File: src/txdm_pkg.sv
// Constants for the transmit line drive and drive monitor block
`default_nettype none
package txdm_pkg;

    // ------------------------------------------------------------
    // Register byte offsets
    // ------------------------------------------------------------
    localparam logic [3:0] TXDM_OFS_CTRL     = 4'h0;
    localparam logic [3:0] TXDM_OFS_STATUS   = 4'h4;
    localparam logic [3:0] TXDM_OFS_INT_STAT = 4'h8;
    localparam logic [3:0] TXDM_OFS_INT_MASK = 4'hc;

    // ------------------------------------------------------------
    // Field positions
    // ------------------------------------------------------------
    localparam int TXDM_CTRL_TX_ON_BIT    = 0;
    localparam int TXDM_CTRL_DUAL_BIT     = 1;
    localparam int TXDM_CTRL_INT_MON_BIT  = 2;
    localparam int TXDM_STAT_FAULT_BIT    = 0;
    localparam int TXDM_STAT_CNT_LSB      = 8;
    localparam int TXDM_INT_FAULT_SET_BIT = 0;
    localparam int TXDM_INT_FAULT_CLR_BIT = 1;

    // ------------------------------------------------------------
    // Reset values
    // ------------------------------------------------------------
    localparam logic [2:0] TXDM_CTRL_RESET = 3'h0;
    localparam logic [1:0] TXDM_MASK_RESET = 2'h0;

    // ------------------------------------------------------------
    // Monitor timing, in transmit bit periods
    // ------------------------------------------------------------
    localparam logic [7:0] TXDM_IDLE_LIMIT = 8'h80;

    // AXI responses
    localparam logic [1:0] TXDM_RESP_OKAY   = 2'h0;
    localparam logic [1:0] TXDM_RESP_SLVERR = 2'h2;

endpackage
`default_nettype wire
File: src/txdm_drive_monitor.sv
// Transmit line driver with output drive monitor and AXI4-Lite registers
//
// Summary of operation
// Sample negative rail on line clock edge
// Single-rail: framer holds negative rail low
// Positive pulse drives plus above minus
// Negative pulse drives minus above plus
// Transmitter off tri-states both line outputs
// Fault after 128 idle bit periods
// Internal monitor ignores external monitor pins
// Fault low once pulse seen recently
// Dual-rail data arrives already line encoded
// Bit-period counter, cleared by each pulse
`default_nettype none
module txdm_drive_monitor
    import txdm_pkg::*;
(
    input  wire logic        clk_sys,
    input  wire logic        rst,
    // Line side
    input  wire logic        tx_line_clock,
    input  wire logic        tx_positive_rail_in,
    input  wire logic        tx_negative_rail_in,
    input  wire logic        transmitter_on,
    input  wire logic        monitor_plus_in,
    input  wire logic        monitor_minus_in,
    output logic             line_out_plus,
    output logic             line_out_minus,
    output logic             line_out_oe_n,
    output logic             drive_fault_flag,
    output logic             irq,
    // AXI4-Lite slave
    input  wire logic [3:0]  s_axi_awaddr,
    input  wire logic        s_axi_awvalid,
    output logic             s_axi_awready,
    input  wire logic [31:0] s_axi_wdata,
    input  wire logic [3:0]  s_axi_wstrb,
    input  wire logic        s_axi_wvalid,
    output logic             s_axi_wready,
    output logic [1:0]       s_axi_bresp,
    output logic             s_axi_bvalid,
    input  wire logic        s_axi_bready,
    input  wire logic [3:0]  s_axi_araddr,
    input  wire logic        s_axi_arvalid,
    output logic             s_axi_arready,
    output logic [31:0]      s_axi_rdata,
    output logic [1:0]       s_axi_rresp,
    output logic             s_axi_rvalid,
    input  wire logic        s_axi_rready
);

    // ------------------------------------------------------------
    // Input synchronisers
    // ------------------------------------------------------------
    // Bits: 0 clock, 1 pos, 2 neg, 3 tx on, 4 mon plus, 5 mon minus
    logic [5:0] sync1_q;
    logic [5:0] sync2_q;
    logic [5:0] sync3_q;
    logic       line_edge;
    logic       pos_s;
    logic       neg_s;
    logic       transmitter_on_pin_s;
    logic       mon_p_s;
    logic       mon_m_s;

    // Third stage holds the value seen just before the clock edge
    always_ff @(posedge clk_sys) begin
        if (rst) begin
            sync1_q <= 6'h00;
            sync2_q <= 6'h00;
            sync3_q <= 6'h00;
        end else begin
            sync1_q <= {monitor_minus_in, monitor_plus_in, transmitter_on,
                        tx_negative_rail_in, tx_positive_rail_in,
                        tx_line_clock};
            sync2_q <= sync1_q;
            sync3_q <= sync2_q;
        end
    end

    // Rails are taken one sample before the edge for setup margin
    assign line_edge  = sync2_q[0] & ~sync3_q[0];
    assign pos_s      = sync3_q[1];
    assign neg_s      = sync3_q[2];
    assign transmitter_on_pin_s = sync2_q[3];
    assign mon_p_s    = sync3_q[4];
    assign mon_m_s    = sync3_q[5];

    // ------------------------------------------------------------
    // Control register fields
    // ------------------------------------------------------------
    logic [2:0] ctrl_q;
    logic [1:0] int_stat_q;
    logic [1:0] int_mask_q;
    logic       tx_on;
    logic       dual_rail;
    logic       int_mon;
    logic       neg_eff;

    assign dual_rail = ctrl_q[TXDM_CTRL_DUAL_BIT];
    assign int_mon   = ctrl_q[TXDM_CTRL_INT_MON_BIT];
    // Either source at zero turns the driver off
    assign tx_on     = transmitter_on_pin_s & ctrl_q[TXDM_CTRL_TX_ON_BIT];
    // The negative rail has no meaning outside dual-rail mode
    assign neg_eff   = dual_rail & neg_s;

    // ------------------------------------------------------------
    // Line output drive
    // ------------------------------------------------------------
    logic plus_q;
    logic minus_q;
    logic oe_n_q;

    // Both rails at once in dual-rail mode is no valid symbol, so nothing is sent
    always_ff @(posedge clk_sys) begin
        if (rst) begin
            plus_q  <= 1'b0;
            minus_q <= 1'b0;
        end else if (line_edge) begin
            plus_q  <= pos_s & ~neg_eff;
            minus_q <= neg_eff & ~pos_s;
        end
    end

    // Enable is active low; high impedance while off
    always_ff @(posedge clk_sys) begin
        if (rst) begin
            oe_n_q <= 1'b1;
        end else begin
            oe_n_q <= ~tx_on;
        end
    end

    assign line_out_plus  = plus_q;
    assign line_out_minus = minus_q;
    assign line_out_oe_n  = oe_n_q;

    // ------------------------------------------------------------
    // Drive monitor
    // ------------------------------------------------------------
    logic [7:0] idle_cnt_q;
    logic       fault_q;
    logic       activity;
    logic       int_act;
    logic       ext_act;

    // Own output counts only while the driver is actually on
    assign int_act  = ~oe_n_q & (plus_q ^ minus_q);
    assign ext_act  = mon_p_s ^ mon_m_s;
    assign activity = int_mon ? int_act : ext_act;

    // Saturating count of bit periods without a bipolar pulse
    always_ff @(posedge clk_sys) begin
        if (rst) begin
            idle_cnt_q <= 8'h00;
        end else if (line_edge) begin
            if (activity) begin
                idle_cnt_q <= 8'h00;
            end else if (idle_cnt_q != TXDM_IDLE_LIMIT) begin
                idle_cnt_q <= idle_cnt_q + 8'h01;
            end
        end
    end

    // A stopped line clock freezes the count, a known limitation
    always_ff @(posedge clk_sys) begin
        if (rst) begin
            fault_q <= 1'b0;
        end else if (line_edge) begin
            if (activity) begin
                fault_q <= 1'b0;
            end else if (idle_cnt_q == TXDM_IDLE_LIMIT - 8'h01) begin
                fault_q <= 1'b1;
            end
        end
    end

    assign drive_fault_flag = fault_q;

    // ------------------------------------------------------------
    // AXI4-Lite write channel
    // ------------------------------------------------------------
    logic        aw_held_q;
    logic        w_held_q;
    logic [3:0]  awaddr_q;
    logic [31:0] wdata_q;
    logic [3:0]  wstrb_q;
    logic        bvalid_q;
    logic [1:0]  bresp_q;
    logic        wr_go;
    logic        wr_map;

    assign s_axi_awready = ~aw_held_q & ~bvalid_q;
    assign s_axi_wready  = ~w_held_q & ~bvalid_q;
    assign wr_go  = aw_held_q & w_held_q & ~bvalid_q;
    assign wr_map = (awaddr_q[1:0] == 2'h0);

    // Address and data are caught independently, in either order
    always_ff @(posedge clk_sys) begin
        if (rst) begin
            aw_held_q <= 1'b0;
            w_held_q  <= 1'b0;
            awaddr_q  <= 4'h0;
            wdata_q   <= 32'h0000_0000;
            wstrb_q   <= 4'h0;
        end else begin
            if (s_axi_awvalid && s_axi_awready) begin
                aw_held_q <= 1'b1;
                awaddr_q  <= s_axi_awaddr;
            end else if (wr_go) begin
                aw_held_q <= 1'b0;
            end
            if (s_axi_wvalid && s_axi_wready) begin
                w_held_q <= 1'b1;
                wdata_q  <= s_axi_wdata;
                wstrb_q  <= s_axi_wstrb;
            end else if (wr_go) begin
                w_held_q <= 1'b0;
            end
        end
    end

    // Response; misaligned addresses answer with a slave error
    always_ff @(posedge clk_sys) begin
        if (rst) begin
            bvalid_q <= 1'b0;
            bresp_q  <= TXDM_RESP_OKAY;
        end else if (wr_go) begin
            bvalid_q <= 1'b1;
            bresp_q  <= wr_map ? TXDM_RESP_OKAY : TXDM_RESP_SLVERR;
        end else if (s_axi_bready) begin
            bvalid_q <= 1'b0;
        end
    end

    assign s_axi_bvalid = bvalid_q;
    assign s_axi_bresp  = bresp_q;

    // ------------------------------------------------------------
    // Registers and interrupt
    // ------------------------------------------------------------
    logic       wr_lane0;
    logic [1:0] int_event;
    logic [1:0] int_clr;

    assign wr_lane0  = wr_go & wr_map & wstrb_q[0];
    assign int_event = {line_edge & activity & fault_q,
                        line_edge & ~activity & ~fault_q &
                        (idle_cnt_q == TXDM_IDLE_LIMIT - 8'h01)};
    assign int_clr   = (wr_lane0 && awaddr_q == TXDM_OFS_INT_STAT) ?
                       wdata_q[1:0] : 2'h0;

    always_ff @(posedge clk_sys) begin
        if (rst) begin
            ctrl_q     <= TXDM_CTRL_RESET;
            int_mask_q <= TXDM_MASK_RESET;
        end else if (wr_lane0) begin
            if (awaddr_q == TXDM_OFS_CTRL) begin
                ctrl_q <= wdata_q[2:0];
            end
            if (awaddr_q == TXDM_OFS_INT_MASK) begin
                int_mask_q <= wdata_q[1:0];
            end
        end
    end

    // Write one to clear; a new event in the same cycle wins
    always_ff @(posedge clk_sys) begin
        if (rst) begin
            int_stat_q <= 2'h0;
        end else begin
            int_stat_q <= (int_stat_q & ~int_clr) | int_event;
        end
    end

    assign irq = |(int_stat_q & int_mask_q);

    // ------------------------------------------------------------
    // AXI4-Lite read channel
    // ------------------------------------------------------------
    logic        rvalid_q;
    logic [31:0] rdata_q;
    logic [1:0]  rresp_q;
    logic [31:0] rd_mux;

    always_comb begin
        rd_mux = 32'h0000_0000;
        case (s_axi_araddr)
            TXDM_OFS_CTRL:     rd_mux[2:0] = ctrl_q;
            TXDM_OFS_STATUS: begin
                rd_mux[TXDM_STAT_FAULT_BIT] = fault_q;
                rd_mux[TXDM_STAT_CNT_LSB +: 8] = idle_cnt_q;
            end
            TXDM_OFS_INT_STAT: rd_mux[1:0] = int_stat_q;
            TXDM_OFS_INT_MASK: rd_mux[1:0] = int_mask_q;
            default:           rd_mux = 32'h0000_0000;
        endcase
    end

    assign s_axi_arready = ~rvalid_q;

    always_ff @(posedge clk_sys) begin
        if (rst) begin
            rvalid_q <= 1'b0;
            rdata_q  <= 32'h0000_0000;
            rresp_q  <= TXDM_RESP_OKAY;
        end else if (s_axi_arvalid && s_axi_arready) begin
            rvalid_q <= 1'b1;
            rdata_q  <= rd_mux;
            rresp_q  <= (s_axi_araddr[1:0] == 2'h0) ? TXDM_RESP_OKAY
                                                     : TXDM_RESP_SLVERR;
        end else if (s_axi_rready) begin
            rvalid_q <= 1'b0;
        end
    end

    assign s_axi_rvalid = rvalid_q;
    assign s_axi_rdata  = rdata_q;
    assign s_axi_rresp  = rresp_q;
endmodule
`default_nettype wire

File: config.mk
export PLATFORM = sky130hd
export DESIGN_NAME = txdm_drive_monitor
export DESIGN_NICKNAME = d
export VERILOG_FILES = /design/src/txdm_pkg.sv /design/src/txdm_drive_monitor.sv
export SDC_FILE = /design/constraint.sdc
export NUM_CORES = 1
export LEC_CHECK = 0
export CORE_MARGIN = 4
export CORE_UTILIZATION = 65
export CTS_CLUSTER_DIAMETER = 150
export CTS_CLUSTER_SIZE = 28
export DETAILED_ROUTE_END_ITERATION = 8
export DONT_BUFFER_PORTS = 1
export PLACE_DENSITY = 0.84
export SYNTH_ARGS = -nofsm -noshare
export SYNTH_HDL_FRONTEND = slang
export SYNTH_SLANG_ARGS = --single-unit
File: constraint.sdc
create_clock -name clk_sys -period 3.97 [get_ports clk_sys]
set_input_delay 0.397 -clock clk_sys [delete_from_list [all_inputs] [get_ports clk_sys]]
set_output_delay 0.397 -clock clk_sys [all_outputs]
set_load 0.02 [all_outputs]
==> results.md <==
- Die span in x: 70.47 um
- Worst IR Drop VDD: 0.2767 mV
- Clock network power share: 42.9%
- IO Count: 103
- Synth Register Bits: 61
- DR WL/cell: 14.04 um
- Crit Path Max Fanout: 7
- Final nets: 323
- Remaining DRCs: 0
- Clock Path Buffers: 2
- Worst min path class: in2reg
- Tot GR Track Use: 18.51%
- FF-to-FF Start: s_axi_bvalid$_SDFFE_PP0P_
- ANT cells: 0
- Post-DP HPWL: 3162 um
- Starting density of the core: 68.25%
- TritonCTS Buffers: 9
- Unrepaired setup endpoints after global routing: no
- Buffer count from post-CTS setup fixing: 0
- Max-slew violations: 0
- Clock sinks: 61
- Seq pwr share: 51.2%
- Post-Syn Instances: 267
- Final Cell Area: 2654 um^2
- Most common cell after layout, fill and taps aside: dfxtp_1
- Worst r2r dst: awaddr_q[3]$_SDFFE_PP0P_
- Hold EP: sync1_q[1]$_SDFF_PP0_
- Total Wirelength: 4423 um
- Sequential fraction of the synthesis area: 48.15%
- Critical Path Sink Type: register
- Die H: 70.47 um
- Port bufs: 0
- CP required: 4190 ps
- DR vias/cell: 5.584
- Min Clock Period, post-route: 1578 ps
- Setup Skew: 7.457 ps
- Slowest cell on crit path: dfxtp_1
- Gate power share: 5.9%
- Initial antenna violation count: 0
- Finish-stage setup viols: 0
- Core ar.: 3716 um^2
- Mapped Avg Cell Area: 9.499 um^2
- Die area: 4965 um^2
- CP top delay family: simple AND/OR/NAND/NOR gates
- Max-cap violations: 0
- CTS tree: yes
- Setup_tns: 0 ps
- Dpl cell area: 2455 um^2
- Largest net degree at the start of global routing: 59
- Hold Fails Final Rpt: 0
- Num rows: 22
- Iteration-0 DRC Markers: 153
- Crit-path cells: nor2_1, and2_1, mux2i_1, nor2_1
- Leakage: 1.032 nW
- Share of layout cells above drive strength 1: 7.491%
- Cell Area, Synth: 2536 um^2
- Worst Hold Depth: 1
- Clock slew at reported path FFs: 60 ps
- Peak Freq: 0.6339 GHz
- CP bufs+invs: 0
- Crit path kind: reg2reg
- Yosys warnings: 0
- Vias in the first global route: 1620
- Cts hold-fix bufs: 0
- CP max stage delay: 420 ps
- Net switching share of the total power: 21.74%
- Post-route ant nets: 0
- Area Growth Syn to Fin: 4.638%
- Global route overflow: 0
- Post-CTS resize count: 0
- Sw Pwr: 0.2746 mW
- Power per cell area: 476.1 nW/um^2
- Most frequent CP cell: nor2_1
- Hold Startpoint: rst
- First-pass GRT wire length: 7251 um
- R2R cell count: 4
- Vias post-DR: 1759
- Clk_lat worst skew: 320 ps
- Drt first pass iters: 4
- Crit path arrival time: 1800 ps
- Clock Tree Root: clkbuf_8
- Status: completed
- Startpoint types: register
- Placer Congestion: 0.8682
- Final period utilization: 39.74%
- CTS H-tree lvls: 3
- Commonest cells after routing, fill and taps aside: dfxtp_1, nor2_1, conb_1
- Synth cell types: 44
- Flop-to-flop setup slack: 2390 ps
- Pint: 0.9888 mW
## synth_stat cells
library cell / instances / share of area, %
buf_4: 23 / 6.8
nand4_1: 4 / 0.99
nand2_1: 9 / 1.3
a21oi_1: 11 / 2.2
and2_1: 2 / 0.49
o21ai_1: 1 / 0.20
or3b_4: 1 / 0.44
nor2b_1: 21 / 5.2
o41ai_1: 1 / 0.35
and3_1: 2 / 0.49
o21ai_0: 2 / 0.39
a31oi_1: 1 / 0.25
nand2b_1: 7 / 1.7
nor3_2: 1 / 0.39
a41oi_1: 1 / 0.35
nor4_1: 2 / 0.49
mux2_2: 1 / 0.44
nor4_4: 1 / 0.84
a22oi_1: 10 / 3.0
dfxtp_1: 61 / 48
a22o_1: 2 / 0.69
mux2i_1: 13 / 5.1
nand4b_1: 1 / 0.35
conb_1: 1 / 0.15
nor2_1: 39 / 5.8
o211ai_1: 2 / 0.59
xnor2_1: 1 / 0.35
and4b_1: 2 / 0.79
nor3b_1: 2 / 0.59
o32ai_1: 1 / 0.35
a41o_1: 1 / 0.39
nand3b_1: 1 / 0.30
ha_1: 2 / 0.99
xor2_1: 5 / 1.7
a32oi_1: 1 / 0.35
inv_1: 4 / 0.59
clkbuf_1: 8 / 1.2
mux4_2: 1 / 0.89
buf_2: 2 / 0.39
buf_1: 3 / 0.44
nand3_1: 6 / 1.2
nor3_1: 5 / 0.99
nand3b_4: 1 / 0.79
a2bb2oi_2: 1 / 0.59
## through the flow
stage,hold slack (ps),std cells,setup slack [ps],util (%),power (mW)
floorplan,366.4,289,2541,-,0.7499
global placement,371.5,301,2428,66.06,0.7319
detailed placement,397.8,301,2392,66.06,0.7349
CTS,123.0,315,2382,71.41,1.276
global route,116.4,315,2248,71.41,1.318
finish,144.5,315,2392,71.41,1.263
## final cells by class
cell class	instances	area, um^2
flip-flops and latches	61	1221
multi-input cells	188	1159
fillers	292	1062
clock buffers	13	168.9
well taps	48	60.06
clock inverters	1	30.03
inverters	4	15.01
## logic make-up after synthesis
kind of cell,share of synthesized area [%]
AO/OA/AOI/OAI,9.620
XOR/XNOR,2.072
adder cells (fa/ha/maj),0.9865
buffers and inverters,9.423
flip-flops,48.15
multiplexers,6.462
other,0.1479
AND/OR/NAND/NOR,23.14
## power groups by stage
| stage | clock (mW) | combinational, mW | sequential [mW] |
|---|---|---|---|
| floorplan | 0 | 0.0928 | 0.657 |
| global placement | 0 | 0.0720 | 0.660 |
| detailed placement | 0 | 0.0741 | 0.661 |
| CTS | 0.554 | 0.0743 | 0.647 |
| global route | 0.586 | 0.0820 | 0.650 |
| finish | 0.542 | 0.0743 | 0.647 |
## how the worst max path moves through the flow
stage,startpoint,endpoint,depth (start not counted)
3_5_place_dp,s_axi_bvalid$_SDFFE_PP0P_,awaddr_q[3]$_SDFFE_PP0P_,4
4_1_cts,s_axi_bvalid$_SDFFE_PP0P_,wstrb_q[0]$_SDFFE_PP0P_,4
5_1_grt,s_axi_bvalid$_SDFFE_PP0P_,awaddr_q[1]$_SDFFE_PP0P_,4
6_report,s_axi_bvalid$_SDFFE_PP0P_,awaddr_q[3]$_SDFFE_PP0P_,4
3_3_place_gp,s_axi_bvalid$_SDFFE_PP0P_,wdata_q[2]$_SDFFE_PP0P_,4
2_1_floorplan,s_axi_bvalid$_SDFFE_PP0P_,awaddr_q[3]$_SDFFE_PP0P_,5
## registers in the layout, indices dropped and copies added, names as in the netlist, 2 cells and up
name / flops
wdata_q: 3
int_stat_q: 2
sync1_q: 6
s_axi_rdata: 11
idle_cnt_q: 8
awaddr_q: 4
sync3_q: 5
ctrl_q: 3
int_mask_q: 2
sync2_q: 6
## per-layer routing
| layer | global-route usage [%] | share of wire, % | vias up |
|---|---|---|---|
| met5 | 0 | 0 | - |
| met2 | 27.55 | 47 | 80 |
| met4 | 10.85 | 0.50 | 0 |
| met1 | 22.14 | 42 | 817 |
| li1 | - | - | 860 |
| met3 | 7.770 | 11 | 2 |
No activity file was read; power rests on OpenSTA's default activity.
